[config.mk]
export PLATFORM = sky130hd
export DESIGN_NAME = node_leader_framer
export DESIGN_NICKNAME = d
export VERILOG_FILES = /design/src/hw/node_leader_pkg.sv /design/src/hw/node_leader_framer.sv
export SDC_FILE = /design/constraint.sdc
export NUM_CORES = 1
export LEC_CHECK = 0
export BUFFER_PORTS_ARGS = -buffer_cell sky130_fd_sc_hd__buf_2
export CAP_MARGIN = 15
export CELL_PAD_IN_SITES_DETAIL_PLACEMENT = 1
export CELL_PAD_IN_SITES_GLOBAL_PLACEMENT = 2
export CORE_AREA = 2 2 236 238
export CTS_CLUSTER_DIAMETER = 120
export DETAILED_ROUTE_END_ITERATION = 10
export DIE_AREA = 0 0 238 240
export GPL_TIMING_DRIVEN = 0
export PLACE_DENSITY_LB_ADDON = 0.25
export SYNTH_ARGS = -nofsm -noshare
export SYNTH_HDL_FRONTEND = slang
export SYNTH_SLANG_ARGS = --single-unit
export TNS_END_PERCENT = 30
[constraint.sdc]
create_clock -name clk -period 2.3 [get_ports clk]
set_input_delay 0.23 -clock clk [delete_from_list [all_inputs] [get_ports clk]]
set_output_delay 0.23 -clock clk [all_outputs]
set_load 0.01 [all_outputs]
[src/hw/node_leader_pkg.sv]
// Purpose: constants and leader field helpers for the node-to-host leader framer
// Assumes: leader bit n (1..96) sits at vector index 96-n, sent first-bit first
// Notes: register offsets are byte addresses on a 32-bit bus
package node_leader_pkg;
    localparam int LEADER_BITS = 96;
    localparam int NODE_WORD_BITS = 16;
    localparam int PAD_WORD_BITS = 16;
    localparam int MAX_MSG_BITS = 8160;
    // field positions inside the 96-bit leader vector
    localparam int TYPE_LSB = 64;
    localparam int HANDLING_LSB = 56;
    localparam int HOST_LSB = 48;
    localparam int NODE_LSB = 32;
    localparam int MSGID_LSB = 20;
    localparam int SUB_LSB = 16;
    localparam int LEN_LSB = 0;
    // message types
    localparam logic [7:0] TYPE_REGULAR = 8'h00;
    localparam logic [7:0] TYPE_TRY_AGAIN = 8'h0B;
    localparam logic [7:0] TYPE_WILL_NOTIFY = 8'h0C;
    localparam logic [7:0] TYPE_STILL_TRYING = 8'h0D;
    localparam logic [7:0] TYPE_READY = 8'h0E;
    // sub-types of the refusals
    localparam logic [3:0] SUB_NO_BUFFER = 4'h0;
    localparam logic [3:0] SUB_NO_TX_BLOCK = 4'h1;
    localparam logic [3:0] SUB_NO_CONNECTION = 4'h2;
    localparam logic [3:0] SUB_NO_REASSEMBLY = 4'h3;
    localparam logic [3:0] SUB_NO_MSG_NUMBER = 4'h4;
    localparam logic [3:0] SUB_NO_TRANS_BLOCK = 4'h5;
    // register map
    localparam logic [7:0] ADDR_CTRL = 8'h00;
    localparam logic [7:0] ADDR_LOCAL_NODE = 8'h04;
    localparam logic [7:0] ADDR_MSG0 = 8'h08;
    localparam logic [7:0] ADDR_MSG1 = 8'h0C;
    localparam logic [7:0] ADDR_MSG2 = 8'h10;
    localparam logic [7:0] ADDR_CMD = 8'h14;
    localparam logic [31:0] CTRL_RESET = 32'h0000_0000;
    localparam logic [31:0] MSG_RESET = 32'h0000_0000;
    localparam int CTRL_LOOP_BIT = 0;
    localparam int CTRL_PAD_LSB = 4;
    localparam int CTRL_HOST_LSB = 8;
    localparam int CMD_SEND_BIT = 0;

    function automatic logic usesHandling(input logic [7:0] t);
        return (t == 8'h00) || (t >= 8'h05 && t <= 8'h09) || (t >= 8'h0B && t <= 8'h0E);
    endfunction : usesHandling

    function automatic logic usesAddr(input logic [7:0] t);
        return usesHandling(t) || (t == 8'h04);
    endfunction : usesAddr

    function automatic logic usesMsgId(input logic [7:0] t);
        return usesHandling(t) || (t == 8'h02);
    endfunction : usesMsgId

    function automatic logic usesSub(input logic [7:0] t);
        return (t <= 8'h02) || (t >= 8'h04 && t <= 8'h07) || (t == 8'h09) || (t == 8'h0B) || (t == 8'h0C);
    endfunction : usesSub

    function automatic logic [95:0] buildLeader(input logic [7:0] t, input logic [7:0] hnd,
        input logic [7:0] host, input logic [15:0] node, input logic [11:0] id, input logic [3:0] sub,
        input logic [15:0] len);
        logic [95:0] v;
        v = '0;
        v[TYPE_LSB +: 8] = t;
        v[HANDLING_LSB +: 8] = usesHandling(t) ? hnd : 8'h00;
        v[HOST_LSB +: 8] = usesAddr(t) ? host : 8'h00;
        v[NODE_LSB +: 16] = usesAddr(t) ? node : 16'h0000;
        v[MSGID_LSB +: 12] = usesMsgId(t) ? id : 12'h000;
        v[SUB_LSB +: 4] = usesSub(t) ? sub : 4'h0;
        v[LEN_LSB +: 16] = (t == TYPE_REGULAR) ? len : 16'h0000;
        return v;
    endfunction : buildLeader
endpackage : node_leader_pkg

[src/hw/node_leader_framer.sv]
// Purpose: builds node-to-host leaders, arbitrates messages, serialises them with end padding
// Assumes: all inputs synchronous to clk; message sources hold leader fields while valid
// Notes: one refusal slot and one outstanding ready per block
//
// The address map and the Wishbone register port were left to the implementer.
`timescale 1ns/1ps
// Behaviour
// RULE1 - message type code in leader bits 25-32
// RULE2 - try-again sub-type: buffer 0, block 1
// RULE3 - markable refusal gives 12, later 14
// RULE4 - will-notify sub-types two to five
// RULE5 - second refusal while ready pending gives 13
// RULE6 - ready names the refused message id
// RULE7 - non-regular messages go before regular ones
// RULE8 - handling type bits 33-40, listed types only
// RULE9 - host and node fields per type
// RULE10 - message-id bits 65-76 for listed types
// RULE11 - sub-type bits 77-80 for listed types
// RULE12 - length bits 81-96 only in regular
// RULE13 - supplied length passed through unchecked
// RULE14 - end of message: one, then zeros
// RULE15 - receiving host pads with zeros only
// RULE16 - receiving host accepts up to 8160 bits
// RULE17 - receiving host discards longer than 8160
// RULE18 - leader padding whole 16-bit words after leader
// RULE19 - loopback returns local messages, replacing addresses
// RULE20 - host treats types 15-255 as unassigned
module node_leader_framer
    import node_leader_pkg::*;
(
    input wire logic clk,
    input wire logic rst,
    input wire logic wb_cyc_i,
    input wire logic wb_stb_i,
    input wire logic wb_we_i,
    input wire logic [7:0] wb_adr_i,
    input wire logic [3:0] wb_sel_i,
    input wire logic [31:0] wb_dat_i,
    output logic [31:0] wb_dat_o,
    output logic wb_ack_o,
    input wire logic refuseValid,
    input wire logic refuseMarkable,
    input wire logic [3:0] refuseCode,
    input wire logic [7:0] refuseHandling,
    input wire logic [7:0] refuseHost,
    input wire logic [15:0] refuseNode,
    input wire logic [11:0] refuseMsgId,
    output logic refuseReady,
    input wire logic resourceFree,
    input wire logic netValid,
    input wire logic netBit,
    input wire logic netLast,
    input wire logic [7:0] netHandling,
    input wire logic [7:0] netHost,
    input wire logic [15:0] netNode,
    input wire logic [11:0] netMsgId,
    input wire logic [3:0] netSub,
    input wire logic [15:0] netLength,
    output logic netReady,
    input wire logic loopValid,
    input wire logic loopBit,
    input wire logic loopLast,
    input wire logic [7:0] loopHandling,
    input wire logic [11:0] loopMsgId,
    input wire logic [3:0] loopSub,
    input wire logic [15:0] loopLength,
    output logic loopReady,
    output logic hostBit,
    output logic hostValid,
    output logic hostLast,
    input wire logic hostReady
);
    typedef enum logic [2:0] {IDLE, LEADER, LPAD, DATA, EOM, FILL} tx_state_t;
    tx_state_t state_r;
    logic [31:0] ctrl_r, localNode_r, msg0_r, msg1_r, msg2_r;
    logic ctrlPending_r, refFull_r, readyPending_r, rdyQueued_r;
    logic [7:0] refType_r, refHandling_r, refHost_r, rdyHandling_r, rdyHost_r;
    logic [3:0] refSub_r;
    logic [15:0] refNode_r, rdyNode_r;
    logic [11:0] refMsgId_r, rdyMsgId_r;
    logic [95:0] sh_r, nextLeader;
    logic [6:0] bitCnt_r;
    logic [7:0] padLeft_r;
    logic [3:0] pos_r;
    logic regular_r, fromLoop_r, outBit_r, outValid_r, outLast_r;
    logic adv, loadMsg, pickRef, pickRdy, pickCtrl, pickNet, pickLoop, loopEn, refAccept;
    logic srcValid, srcBit, srcLast, wbReq;
    logic [7:0] pickType;

    function automatic logic [31:0] mergeBytes(input logic [31:0] old, input logic [31:0] nw,
        input logic [3:0] sel);
        logic [31:0] r;
        r = old;
        for (int i = 0; i < 4; i++)
        begin
            if (sel[i])
            begin
                r[i*8 +: 8] = nw[i*8 +: 8];
            end
        end
        return r;
    endfunction : mergeBytes

    assign wbReq = wb_cyc_i && wb_stb_i && !wb_ack_o;
    assign loopEn = ctrl_r[CTRL_LOOP_BIT];

    // wishbone slave: one-cycle registered ack, unmapped reads zero
    always_ff @(posedge clk)
    begin
        if (rst)
        begin
            wb_ack_o <= 1'b0;
            wb_dat_o <= 32'h0000_0000;
        end
        else
        begin
            wb_ack_o <= wbReq;
            if (wbReq && !wb_we_i)
            begin
                unique case (wb_adr_i)
                    ADDR_CTRL: wb_dat_o <= ctrl_r;
                    ADDR_LOCAL_NODE: wb_dat_o <= localNode_r;
                    ADDR_MSG0: wb_dat_o <= msg0_r;
                    ADDR_MSG1: wb_dat_o <= msg1_r;
                    ADDR_MSG2: wb_dat_o <= msg2_r;
                    ADDR_CMD: wb_dat_o <= {28'h0000000, state_r != IDLE, rdyQueued_r, readyPending_r,
                        ctrlPending_r};
                    default: wb_dat_o <= 32'h0000_0000;
                endcase
            end
        end
    end

    always_ff @(posedge clk)
    begin
        if (rst)
        begin
            ctrl_r <= CTRL_RESET;
            localNode_r <= MSG_RESET;
            msg0_r <= MSG_RESET;
            msg1_r <= MSG_RESET;
            msg2_r <= MSG_RESET;
        end
        else if (wbReq && wb_we_i)
        begin
            if (wb_adr_i == ADDR_CTRL) ctrl_r <= mergeBytes(ctrl_r, wb_dat_i, wb_sel_i);
            if (wb_adr_i == ADDR_LOCAL_NODE) localNode_r <= mergeBytes(localNode_r, wb_dat_i, wb_sel_i);
            if (wb_adr_i == ADDR_MSG0) msg0_r <= mergeBytes(msg0_r, wb_dat_i, wb_sel_i);
            if (wb_adr_i == ADDR_MSG1) msg1_r <= mergeBytes(msg1_r, wb_dat_i, wb_sel_i);
            if (wb_adr_i == ADDR_MSG2) msg2_r <= mergeBytes(msg2_r, wb_dat_i, wb_sel_i);
        end
    end

    // software control message: a new send request wins over the clear
    always_ff @(posedge clk)
    begin
        if (rst)
            ctrlPending_r <= 1'b0;
        else if (wbReq && wb_we_i && wb_adr_i == ADDR_CMD && wb_sel_i[0] && wb_dat_i[CMD_SEND_BIT])
            ctrlPending_r <= 1'b1;
        else if (loadMsg && pickCtrl)
            ctrlPending_r <= 1'b0;
    end

    assign refuseReady = !refFull_r;
    assign refAccept = refuseValid && refuseReady;

    // refusal slot: try-again, will-notify or still-trying
    always_ff @(posedge clk)
    begin
        if (rst)
        begin
            refFull_r <= 1'b0;
            refType_r <= TYPE_TRY_AGAIN;
            refSub_r <= SUB_NO_BUFFER;
            refHandling_r <= 8'h00;
            refHost_r <= 8'h00;
            refNode_r <= 16'h0000;
            refMsgId_r <= 12'h000;
        end
        else if (refAccept)
        begin
            refFull_r <= 1'b1;
            refHandling_r <= refuseHandling;
            refHost_r <= refuseHost;
            refNode_r <= refuseNode;
            refMsgId_r <= refuseMsgId;
            refSub_r <= refuseCode; // [RULE2] [RULE4]
            if (!refuseMarkable)
                refType_r <= TYPE_TRY_AGAIN; // [RULE2]
            else if (readyPending_r)
                refType_r <= TYPE_STILL_TRYING; // [RULE5]
            else
                refType_r <= TYPE_WILL_NOTIFY; // [RULE3]
        end
        else if (loadMsg && pickRef)
            refFull_r <= 1'b0;
    end

    // one outstanding ready; holds the refused message for naming
    always_ff @(posedge clk)
    begin
        if (rst)
        begin
            readyPending_r <= 1'b0;
            rdyQueued_r <= 1'b0;
            rdyHandling_r <= 8'h00;
            rdyHost_r <= 8'h00;
            rdyNode_r <= 16'h0000;
            rdyMsgId_r <= 12'h000;
        end
        else
        begin
            if (refAccept && refuseMarkable && !readyPending_r)
            begin
                readyPending_r <= 1'b1; // [RULE3]
                rdyHandling_r <= refuseHandling;
                rdyHost_r <= refuseHost;
                rdyNode_r <= refuseNode;
                rdyMsgId_r <= refuseMsgId; // [RULE6]
            end
            else if (loadMsg && pickRdy)
            begin
                readyPending_r <= 1'b0;
            end
            if (loadMsg && pickRdy)
                rdyQueued_r <= 1'b0;
            else if (resourceFree && readyPending_r)
                rdyQueued_r <= 1'b1; // [RULE3] [RULE6]
        end
    end

    // arbitration: every non-regular message ahead of regular ones [RULE7]
    assign pickRef = refFull_r;
    assign pickRdy = !refFull_r && rdyQueued_r;
    assign pickCtrl = !refFull_r && !rdyQueued_r && ctrlPending_r;
    assign pickLoop = !refFull_r && !rdyQueued_r && !ctrlPending_r && loopEn && loopValid;
    assign pickNet = !refFull_r && !rdyQueued_r && !ctrlPending_r && !loopEn && netValid;
    assign adv = !outValid_r || hostReady;
    assign loadMsg = (state_r == IDLE) && adv && (pickRef || pickRdy || pickCtrl || pickLoop || pickNet);

    // leader fields masked per type; supplied length passed unchecked [RULE8] [RULE9] [RULE10] [RULE11] [RULE12] [RULE13]
    always_comb
    begin
        pickType = TYPE_REGULAR;
        nextLeader = '0;
        if (pickRef)
        begin
            pickType = refType_r;
            nextLeader = buildLeader(refType_r, refHandling_r, refHost_r, refNode_r, refMsgId_r, refSub_r, 16'h0000);
        end
        else if (pickRdy)
        begin
            pickType = TYPE_READY;
            nextLeader = buildLeader(TYPE_READY, rdyHandling_r, rdyHost_r, rdyNode_r, rdyMsgId_r, 4'h0, 16'h0000);
        end
        else if (pickCtrl)
        begin
            pickType = msg0_r[7:0];
            nextLeader = buildLeader(msg0_r[7:0], msg0_r[23:16], msg1_r[23:16], msg1_r[15:0], msg2_r[11:0],
                msg0_r[11:8], 16'h0000);
        end
        else if (pickLoop)
            // loopback: only host and node replaced [RULE19]
            nextLeader = buildLeader(TYPE_REGULAR, loopHandling, ctrl_r[CTRL_HOST_LSB +: 8], localNode_r[15:0],
                loopMsgId, loopSub, loopLength);
        else if (pickNet)
            nextLeader = buildLeader(TYPE_REGULAR, netHandling, netHost, netNode, netMsgId, netSub, netLength);
    end

    assign srcValid = fromLoop_r ? loopValid : netValid;
    assign srcBit = fromLoop_r ? loopBit : netBit;
    assign srcLast = fromLoop_r ? loopLast : netLast;
    assign netReady = (state_r == DATA) && adv && !fromLoop_r;
    assign loopReady = (state_r == DATA) && adv && fromLoop_r;
    assign hostBit = outBit_r;
    assign hostValid = outValid_r;
    assign hostLast = outLast_r;

    always_ff @(posedge clk)
    begin
        if (rst)
        begin
            state_r <= IDLE;
            sh_r <= '0;
            bitCnt_r <= 7'h00;
            padLeft_r <= 8'h00;
            pos_r <= 4'h0;
            regular_r <= 1'b0;
            fromLoop_r <= 1'b0;
            outBit_r <= 1'b0;
            outValid_r <= 1'b0;
            outLast_r <= 1'b0;
        end
        else if (adv)
        begin
            outLast_r <= 1'b0;
            unique case (state_r)
                IDLE:
                begin
                    outValid_r <= 1'b0;
                    if (loadMsg)
                    begin
                        sh_r <= nextLeader; // [RULE1]
                        regular_r <= pickType == TYPE_REGULAR;
                        fromLoop_r <= pickLoop;
                        padLeft_r <= {ctrl_r[CTRL_PAD_LSB +: 4], 4'h0};
                        bitCnt_r <= 7'h00;
                        state_r <= LEADER;
                    end
                end
                LEADER:
                begin
                    outBit_r <= sh_r[95];
                    outValid_r <= 1'b1;
                    sh_r <= {sh_r[94:0], 1'b0};
                    bitCnt_r <= bitCnt_r + 7'h01;
                    pos_r <= 4'h0;
                    if (bitCnt_r == 7'(LEADER_BITS - 1))
                    begin
                        if (!regular_r)
                        begin
                            outLast_r <= 1'b1;
                            state_r <= IDLE;
                        end
                        else
                            state_r <= (padLeft_r != 8'h00) ? LPAD : DATA; // [RULE18]
                    end
                end
                LPAD:
                begin
                    outBit_r <= 1'b0; // [RULE18]
                    outValid_r <= 1'b1;
                    padLeft_r <= padLeft_r - 8'h01;
                    if (padLeft_r == 8'h01) state_r <= DATA;
                end
                DATA:
                begin
                    outValid_r <= srcValid;
                    outBit_r <= srcBit;
                    if (srcValid)
                    begin
                        pos_r <= pos_r + 4'h1;
                        if (srcLast) state_r <= EOM;
                    end
                end
                EOM:
                begin
                    outBit_r <= 1'b1; // [RULE14]
                    outValid_r <= 1'b1;
                    pos_r <= pos_r + 4'h1;
                    if (pos_r == 4'(NODE_WORD_BITS - 1))
                    begin
                        outLast_r <= 1'b1;
                        state_r <= IDLE;
                    end
                    else
                        state_r <= FILL;
                end
                FILL:
                begin
                    outBit_r <= 1'b0; // [RULE14]
                    outValid_r <= 1'b1;
                    pos_r <= pos_r + 4'h1;
                    if (pos_r == 4'(NODE_WORD_BITS - 1))
                    begin
                        outLast_r <= 1'b1;
                        state_r <= IDLE;
                    end
                end
            endcase
        end
    end
endmodule : node_leader_framer

==> results.txt, run 1 <==
- For this run, the leading register cell type out of synthesis is dfxtp_1.
- The most critical setup path has its startpoint at state_r[2].
- Pin count of the biggest net entering global routing: 13
* Initial detailed-routing violation count: 1411
- Dividing total power by cell area gives a power density of ~990 nW/µm².
- Power comes to 23500 µW.
- Post-route antenna net violation count: 0
* Horizontal die dimension: 238 µm
- The top cell types in the final layout, fill and taps aside, are nand2_1 (446), dfxtp_1 (413), a21oi_1 (290).
- The cell sitting at the root of the clock tree is a clkbuf_16.
* Residual overflow from global routing: 0
- Type of the most critical hold path: input port to flop
- The worst hold path terminates at sh_r[23].
- For met1 alone, demand over resource in global routing was 0.372.
* Clk network pwr share: 0.340
- For this run, the total global-route usage over all layers was measured as 0.293.
- In this run the tool buffered the top-level ports with approximately 250 buffer cells.
- Depth of the worst hold-timing path: 4
* Met2 Track Usage GR: 0.516
* Final period utilization: 0.999
- Summed over all nets, the switching power comes to 8280 µW.
- In this run the worst path has a maximum fanout of 10.
* Synth top area share: 0.438
* Worst Skew: 19.6 ps
- For the worst-skew pair, the clock arrives at the later sink with an insertion delay of between 600 and 700 ps.
- Initial antenna violation count: 0
- Clock tree from TritonCTS: yes
- In this run the cell area measured after placement is 21100 µm².
* LEAKAGE: 0.00926 µW
- Measured against its own limit, the worst slew margin works out to 0.226.
- From synthesis to final layout, the design area changed by 25.5%.
* Ratio of cells with drive above 1 in the final layout: 0.178
- Of the synthesized area, sequential elements account for 0.438.
* Number of enable flip-flop cells after synthesis: 0
* Avg Inst Size Synth: 8.35 µm²
- Setup repair after global routing missed its margin: yes
* Mapped Cells: 2272
* Synthesis-stage register bit count: 415
* Initial core utilization: 0.347
* Wire length of the first global-routing pass: 126 mm
* Syn Std Cell Area: 19000 µm²
* Number of cells on the worst reg-to-reg path: 8
* Terminus of the critical flop-to-flop path: sh_r[47]
- Drt pass-1 iters: 5
- Met3 routing resource usage after global routing: 0.0403
- Crit path kind: flop to primary output
* TritonCTS buffer count: 48
- The run finished with clean final reports.
* # Max-Cap Violations: 0
* Vias in the first global route: 20000
- Of the total power, registers draw 0.355.
* GP Congestion: between 0.8 and 0.9
- Final Hold Viols: 0
* Full die area: 57100 µm²
* Busiest layer in global routing: met2
- The finished cells cover ~24000 µm².
- Critical path launch point type: flop
- Count of unique library cells instantiated by Yosys: 78
- Placeable core region: between 50000 and 60000 µm²
- For this run, design rule violations remaining after detail routing come to 0.
- Top cells by area in the synthesized netlist: dfxtp_1 (44%), nand2_1 (8.8%), a21oi_1 (7.7%), mux2i_1 (6.8%), nor2_1 (3.2%)
- Total number of vias: ~20000
* I/O pin count: 250
* Required time worst endpoint: 2070 ps
- Dividing the detail-routed wire length by the instance count gives 25.1 µm.
* Ys async rst share: 0
- Net count after synthesis: 2487
* Vias per cell: 5.71
- Chip height: 240 µm
- dfxtp_1 takes more of the synthesized area than any other cell.
- Fin worst setup slack: ~2.4 ps
- Total setup violations reported at the end of the flow: 0
- Number of fill cells: 6553
- Prior to clock tree synthesis, the placed netlist has a worst setup slack of -668 ps.
- Number of cell rows: 86
* Data arrival time at the worst-slack endpoint: 2070 ps
- Clock slew at the register clock pins of the worst setup and hold paths: 60 ps
- Tightest hold margin: 12.9 ps
- In this run the critical register-to-register path is launched from ctrl_r[0].
* Share of power burned in combinational logic: 0.305
- Sw Ratio: 0.352
* Nets: 2879
* Non-Filler Instances: 3406
- Yosys warnings: 0
- Post-layout minimum cycle time: 2300 ps
- The total count of max-transition violations in the final report is 0.
- HPWL Detailed: 64.4 mm
* Transition at the pin with the smallest max-transition slack: ~1200 ps
* Clk sink count: 415
- The clock passes through at most 3 buffers.
* Hold Crit Start: loopMsgId[3]
- CTS HTree Levels: 2
* R2R setup slack: 40 ps
- The number of placed instances, taps included, is 3225.
* Setup crit end kind: primary output
- Final wirelength: approximately 85 mm
- Worst VDD drop: 592 µV
- Commonest non-fill, non-tap cell in the layout: nand2_1
- Static timing analysis puts the maximum clock frequency at roughly 0.44 GHz.
- P_int: 15200 µW
per-layer routing:
metal	vias to the layer above	wire (µm)
li1	8954	-
met1	9804	36500
met2	554	42000
met3	142	4210
met4	0	2640
met5	-	0
stage by stage:
| step | utilization | setup TNS, ps |
|---|---|---|
| floorplan | - | 0 |
| global placement | 0.386 | -55600 |
| detailed placement | 0.386 | -66100 |
| CTS | 0.434 | -42.8 |
| global route | 0.435 | -2260 |
| finish | 0.435 | 0 |
timing repair:
item | CTS | global route
endpoints found under the hold margin | 237 | 0
gates resized for setup | 33 | 41
hold buffers | 89 | 0
setup endpoints to repair | 169 | 169
pin swaps | 2 | 2
setup buffers | 2 | 5
layout make-up:
class / count / area, µm² / area share
multi-input combinational: 1646 / 9800 / 0.412
sequential: 415 / 8310 / 0.349
timing repair buffer: 345 / 2200 / 0.0925
clock buffer: 71 / 1460 / 0.0613
buffer: 199 / 945 / 0.0397
tap: 704 / 881 / 0.0370
clock inverter: 16 / 171 / 0.00720
inverter: 9 / 33.8 / 0.00142
antenna: 1 / 2.50 / 0.000105
power groups by stage:
stage	clock, µW	sequential [µW]	combinational [µW]
finish	8000	8360	7170
global placement	0	8430	6620
floorplan	0	8320	4580
detailed placement	0	8460	6800
CTS	8070	8320	7070
global route	8370	8420	7750
state kept, by name (all words and copies together) (netlist names), 7 cells and up:
signal         cells
localNode_r       32
rdyNode_r         16
refMsgId_r        12
rdyHost_r          8
msg0_r            32
refNode_r         16
msg2_r            32
rdyMsgId_r        12
sh_r              96
refHandling_r      8
rdyHandling_r      8
bitCnt_r           7
ctrl_r            32
msg1_r            32
wb_dat_o          32
padLeft_r          8
refHost_r          8
Yosys cell counts, drive strengths merged (6+ instances only):
| master | count |
|---|---|
| o31ai | 26 |
| a22oi | 18 |
| nand2 | 446 |
| a21oi | 292 |
| nand4 | 30 |
| a211oi | 43 |
| o211ai | 6 |
| mux2i | 128 |
| clkbuf | 138 |
| and2 | 9 |
| nor3 | 25 |
| o21ai | 109 |
| nand3 | 42 |
| a221oi | 24 |
| inv | 9 |
| nor4 | 26 |
| a22o | 31 |
| o2bb2ai | 6 |
| nor2 | 164 |
| and3b | 8 |
| dfxtp | 415 |
| nor2b | 9 |
| a311oi | 12 |
| buf | 64 |
| a221o | 51 |
| or2 | 6 |
| a2bb2oi | 27 |
| xor2 | 10 |
| and3 | 7 |
| a21o | 24 |
cells by family (layout without fill, tap and decap cells):
logic type,Yosys count,count (layout),share of synthesized area
AOI/OAI and AO/OA,704,704,0.246
xor gates and xnor gates,11,11,0.00508
adders and majority gates,4,4,0.00264
buffers and inverters,211,640,0.0487
DFF,415,415,0.438
muxes,133,133,0.0729
other,0,1,0
and+or+nand+nor,794,794,0.186
worst max-delay path by stage:
stage	endpoint	slack (ps)	cells past startpoint
after floorplan	sh_r[10]	390	8
after global placement	sh_r[48]	-610	6
after detailed placement	sh_r[47]	-670	6
after CTS	loopReady	-40	5
after global routing	rdyMsgId_r[0]	-110	9
final	netReady	2	5
critical path, cell delays in order (launching register included):
cell      delay, ps
dfxtp_1         290
buf_2           190
clkbuf_1        240
or3_1           450
nor3_1          160
buf_2           160
No activity file was read; power rests on OpenSTA's default activity.
==> run 2, diff against run 1 <==
==> constraint.sdc (replaced) <==
create_clock -name clk -period 2.3 [get_ports clk]
set_input_delay 0.23 -clock clk [delete_from_list [all_inputs] [get_ports clk]]
set_output_delay 0.23 -clock clk [all_outputs]
set_load 0.1 [all_outputs]
==> results.txt, run 2 (synthesis gave the netlist of run 1 again) <==
- Result of the run: finished, final reports clean
- The data arrival time of the worst path came to 2800 ps (+730 ps).
- The pin slew with the least headroom to its limit is 1090 ps (-67.6 ps).
* Critical path's largest stage delay: 750 ps (+300 ps)
- Required time worst endpoint: 2820 ps (+750 ps)
- The root buffer cell chosen for the clock tree is clkbuf_16.
- Detailed-route wire length per cell: 25.2 µm (+0.41%)
- The number of H-tree branching levels came to 2 (unchanged).
- TritonCTS buffer count: 49 (+2.1%)
* Clock slew at the register clock pins of the worst setup and hold paths: 60 ps (about the same)
- Largest fanout on the critical path: 10 (unchanged)
- Critical path cell sequence: nor2b_1 -> clkbuf_1 -> buf_1 -> a221o_1 -> a211oi_1 -> o31ai_1
* Count of port buffers added during placement: 249 (unchanged)
- Post-layout minimum cycle time: 2280 ps (-21.4 ps)
* Initial core utilization: 0.347 (unchanged)
- The most critical setup path has its startpoint at rdyQueued_r.
- The worst max-slew margin expressed relative to the limit came to 0.271 (+0.0451).
- # Max-Cap Violations: 0 (unchanged)
- Fin worst setup slack: 23.8 ps (+21.4 ps)
- Post-route antenna net violation count: 0 (unchanged)
- The vertical extent of the die came to 240 µm (unchanged).
- DRC Markers: 0 (unchanged)
- The via count normalized by instance count came to 5.72 (+0.20%).
- HPWL Detailed: 64.2 mm (-0.31%)
- The flip-flop count of the largest register after layout was 96 (unchanged).
- The worst register-to-register path ends at sh_r[49].
- Clock tree from TritonCTS: yes
* Setup crit end kind: flop
- STA classifies the critical path startpoint as a flop.
- R2R setup slack: 20 ps (-20 ps)
- The global router's overall resource usage was 0.295 (+0.00213).
- Tightest hold margin: 18.6 ps (+5.72 ps)
- The register with the most flip-flops in the final layout is sh_r.
- The number of primary I/O pins came to 250 (unchanged).
- Initial antenna violation count: 4 (+4)
- Setup repair after global routing could not meet its margin everywhere.
* Total number of vias: 19500 (+0.26%)
* Depth of the worst hold-timing path: 4 (unchanged)
- LEAKAGE: 0.00932 µW (+0.59%)
- The total detailed-routing wirelength is 85.8 mm (+0.47%).
- Overall Power: 24200 µW (+2.7%)
* Hold Crit Endpoint: sh_r[57]
- Drt pass-1 iters: 5 (unchanged)
- Source of the worst register-to-register timing path: rdyQueued_r
* Most frequent cells in the layout: nand2_1 (446), dfxtp_1 (412), a21oi_1 (291)
- The highest ir drop seen on vdd is 581 µV (-1.8%).
- The worst reg-to-reg path cell count came to 6 (-2).
- The clock sink total was 415 (unchanged).
* Total setup violations reported at the end of the flow: 0 (unchanged)
- The fraction of final layout cells sized beyond drive strength 1 is 0.179 (+0.00148).
- Worst Skew: 15.1 ps (-4.43 ps)
- The floorplan die area is 57100 µm² (unchanged).
- Number of cell rows: 86 (unchanged)
- The final standard cell count with taps included and fillers excluded is 3408 (+0.059%).
- GP Congestion: 0.891 (-0.19%)
* Nets: 2880 (+0.035%)
- The count of final hold-check violations is 0 (unchanged).
* Residual overflow from global routing: 0 (unchanged)
* Vias in the first global route: 19900 (-0.36%)
- The power per standard cell area was 1010 nW/µm² (+2.0%).
- The number of instances in the placed design came to 3225 (unchanged).
* Library cell contributing the largest single delay on the critical path: buf_1
- Crit path kind: flop to flop
- The startpoint identified for the worst hold timing path is netHandling[1].
* Bufs on Longest Clock Path: 3 (unchanged)
- The post-route clock period utilization was 0.990 (-0.00932).
* Type of the most critical hold path: input port to flop
- The total count of max-transition violations in the final report is 0 (unchanged).
* Horizontal die dimension: 238 µm (unchanged)
* Initial detailed-routing violation count: 1276 (-9.6%)
- Maximum operating frequency: 0.439 GHz (+0.94%)
* Worst-skew pair later-pin latency: 610 ps (about the same)
* Commonest non-fill, non-tap cell in the layout: nand2_1
- The post-placement setup slack was -753 ps (-84.5 ps).
* Placeable core region: 54700 µm² (unchanged)
- Pin count of the biggest net entering global routing: 13 (unchanged)
* Wire length of the first global-routing pass: 126 mm (+0.12%)
- Area added between synthesis and finish: 26.3%
==> run 2: cell count changes in the layout (fill, tap and decap cells not counted), moves of 3 or more <==
cell / delta
bufinv_16: +4
clkbuf_1: -5
dlygate4sd3_1: +3
buf_2: -5
clkbuf_8: -3
buf_4: -3
==> run 2: what timing repair did <==
item / in CTS / in global routing
pin swaps: 3 / 3
hold buffers: 92 / 0
setup endpoints to repair: 171 / 172
hold endpoints to repair: 248 / 0
resized for setup: 50 / 45
buffers inserted: 2 / 2
==> run 2: worst max path at each step <==
| stage | end | cells past startpoint |
|---|---|---|
| after global routing | sh_r[62] | 9 |
| after CTS | netReady | 5 |
| after global placement | loopReady | 7 |
| after floorplan | loopReady | 5 |
| final | sh_r[49] | 6 |
| after detailed placement | loopReady | 7 |
==> run 2: worst max-delay path: cells and delay by family (launching register included) <==
family	cells	cell delay (ps)
flops	1	440
compound gates	3	540
simple gates	1	170
buf+inv	2	1050
==> run 2: area by class of cell <==
cell class / instances / area, µm²
diodes: 3 / 7.51
plain buffers: 199 / 981
clock buffers: 67 / 1430
clock inverters: 20 / 284
fillers: 6551 / 30700
inverters: 9 / 33.8
multi-input cells: 1646 / 9810
flip-flops and latches: 415 / 8310
well taps: 704 / 881
repair buffers: 345 / 2230
==> run 2: report_power, final <==
part	switching, µW	internal (µW)	total, µW
logic	4730	2660	7390
registers	464	7880	8340
clock network	3330	5100	8430
total	8520	15600	24200
==> run 2: layer usage <==
| metal | up-vias | track usage | part of all wire |
|---|---|---|---|
| met2 | 630 | 0.507 | 0.48 |
| met1 | 9749 | 0.365 | 0.42 |
| met5 | - | 0 | 0.00015 |
| met3 | 178 | 0.0520 | 0.058 |
| li1 | 8945 | - | - |
| met4 | 2 | 0.123 | 0.043 |
==> run 2: stage by stage <==
step	setup TNS, ps	util	instance area [µm²]
2_1_floorplan	-217	-	19000
3_3_place_gp	-59990	0.386	21100
3_5_place_dp	-71150	0.386	21100
4_1_cts	0	0.437	23900
5_1_grt	-476	0.438	24000
6_report	0	0.438	24000
==> run 3, diff against run 2 <==
- BUFFER_PORTS_ARGS: -buffer_cell sky130_fd_sc_hd__buf_2 -> not set
- CELL_PAD_IN_SITES_DETAIL_PLACEMENT: 1 -> 0
- CELL_PAD_IN_SITES_GLOBAL_PLACEMENT: 2 -> 1
- CORE_AREA: 2 2 236 238 -> 2 2 202 204
- DIE_AREA: 0 0 238 240 -> 0 0 204 206
- DONT_BUFFER_PORTS: not set -> 1
==> results.txt, run 3 (synthesis gave the netlist of run 1 again) <==
- Vias in the first global route: 18000 (-9.5%)
- The flow ran to the end, but the final reports show violations.
* TritonCTS buffer count: 47 (-4.1%)
* Final period utilization: 1.06 (+0.0730)
- The floorplan die area is 42000 µm² (-26%).
- Final wirelength: 74.3 mm (-13%)
- The fill cell total of the finished layout was 3726 (-43%).
- HPWL Detailed: 54.6 mm (-15%)
- The vias after detailed routing came to 18800 (-3.7%).
* Count of port buffers added during placement: 0 (-100%)
* Tightest hold margin: 20.6 ps (+1.95 ps)
- The source-to-sink clock delay at the later pin of the worst-skew pair came to 590 ps (-20 ps).
- Post-route antenna net violation count: 0 (unchanged)
* Total setup violations reported at the end of the flow: 12 (+12)
- The global router's overall resource usage is 0.345 (+0.0502).
- The power per standard cell area is 1010 nW/µm² (about the same).
- Vias per cell: 6.20 (+8.4%)
- From synthesis to final layout, the design area changed by 20.5%.
* Critical path launch point type: flop
- The checks that failed: negative setup slack.
- Clk sink count: 415 (unchanged)
- GP Congestion: 0.954 (+7.1%)
- The vertical extent of the die came to 206 µm (-14%).
- Horizontal die dimension: 204 µm (-14%)
- The highest ir drop seen on vdd was 643 µV (+11%).
- Worst Setup Slack post-DPL: -1100 ps (-344 ps)
- The flip-flop count of the largest register after layout is 96 (unchanged).
- DRC Markers: 0 (unchanged)
- The most critical setup path has its startpoint at state_r[0].
- The fraction of final layout cells sized beyond drive strength 1 came to 0.104 (-0.0753).
- The net count reported at finish is 2678 (-7.0%).
- The worst register-to-register path ends at sh_r[57].
- The maximum count of clock buffers along a single path is 3 (unchanged).
* CTS Root Cell: clkbuf_16
- The number of antenna violations at the first check in global routing came to 4 (unchanged).
- Number of cell rows: 74 (-14%)
- The routed length per instance came to 24.5 µm (-2.6%).
* Post-layout minimum cycle time: 2440 ps (+168 ps)
* Worst Skew: 12.6 ps (-2.48 ps)
- R2R setup slack: -60 ps (-80 ps)
* # Max-Cap Violations: 0 (unchanged)
- Setup repair after global routing could not meet its margin everywhere.
- Final Hold Viols: 0 (unchanged)
- Drt pass-1 iters: 6 (+1)
* Type of the most critical hold path: input port to flop
* Largest fanout on the critical path: 2 (-8)
- The number of primary I/O pins was 250 (unchanged).
- Initial detailed-routing violation count: 1695 (+33%)
- The number of H-tree branching levels was 2 (unchanged).
- STA classifies the critical path endpoint as a primary output.
- Crit path kind: flop to primary output
- Residual overflow from global routing: 0 (unchanged)
- The data arrival time of the worst path was 2210 ps (-590 ps).
- Required time worst endpoint: 2070 ps (-750 ps)
- The total count of max-transition violations in the final report was 0 (unchanged).
- The top cell types in the final layout, fill and taps aside, are nand2_1 (444), dfxtp_1 (410), a21oi_1 (291).
- The area of the core region is 40200 µm² (-26%).
- Maximum operating frequency: 0.409 GHz (-6.9%)
- Transition at the pin with the smallest max-transition slack: 1130 ps (+39.8 ps)
* Pin count of the biggest net entering global routing: 14 (+1)
* Commonest non-fill, non-tap cell in the layout: nand2_1
- The worst reg-to-reg path cell count came to 6 (unchanged).
- Wire length of the first global-routing pass: 110 mm (-13%)
- The final worst slack was -144 ps (-168 ps).
- CP endpoint: netReady
- Source of the worst register-to-register timing path: hostValid
* Clock slew at the register clock pins of the worst setup and hold paths: 60 ps (about the same)
* Top register by number of flip-flops: sh_r
- The leakage power summed over all cells is 0.00843 µW (-9.5%).
* Worst max-slew margin expressed relative to the limit: 0.243 (-0.0276)
- Initial core utilization: 0.472 (+0.125)
- Clock tree from TritonCTS: yes
[run 3: cell count changes in the layout (fill, tap and decap cells not counted), moves of 3 or more]
cell	change
buf_2	-240
dlygate4sd3_1	+35
buf_4	+10
nor2_1	-6
nor2_2	+5
bufinv_16	-4
clkbuf_2	-4
dfxtp_4	+4
inv_1	-3
[run 3: worst min-delay path by stage]
stage / from / end / slack [ps] / cells after the start
floorplan: refuseNode[15] / rdyNode_r[15] / 370 / 2
global placement: refuseMsgId[2] / rdyMsgId_r[2] / 370 / 2
detailed placement: refuseNode[9] / refNode_r[9] / 370 / 2
CTS: loopSub[2] / sh_r[18] / 2 / 3
global route: rst / wb_dat_o[30] / 20 / 2
finish: netNode[5] / sh_r[37] / 20 / 3
[run 3: power breakdown]
group	leakage, µW	internal (µW)	switching, µW
Combinational	0.00431	2710	4360
Clock	0.000752	4450	3090
Sequential	0.00337	7890	570
[run 3: through the flow]
stage | total power (µW) | util | TNS (ps) | area [µm²] | std cells
floorplan | 13100 | - | -217 | 19000 | 2272
global placement | 14800 | 0.489 | -124700 | 19600 | 2804
detailed placement | 14900 | 0.489 | -131940 | 19600 | 2804
CTS | 22900 | 0.565 | -252 | 22700 | 3019
global route | 24000 | 0.569 | -1430 | 22800 | 3027
finish | 23100 | 0.569 | -475 | 22800 | 3028
[run 3: layout make-up]
cell class	count	area, µm²	share of cell area
clock buffer	64	1360	0.0596
tap	532	666	0.0291
timing repair buffer	145	1420	0.0623
antenna	3	7.51	0.000329
multi-input combinational	1646	9860	0.432
buffer	199	1000	0.0440
sequential	415	8320	0.364
clock inverter	15	159	0.00695
inverter	9	42.5	0.00186
[run 3: repair_timing]
item	CTS	global route
resized for setup	69	61
setup buffers	13	5
endpoints found under the hold margin	293	1
pin swaps	4	5
hold buffers	126	1
setup endpoints to repair	335	195
[run 3: worst max-delay path, cell delays in order, from the launching register on]
cell and delay, ps:
dfxtp_2 340, buf_8 100, inv_4 30, or3_4 400
nor3_4 760
[run 3: metal layers]
metal	part of all wire	global-route usage
met1	0.40	0.434
met3	0.090	0.0664
met2	0.46	0.571
met5	0.00011	0
met4	0.048	0.166
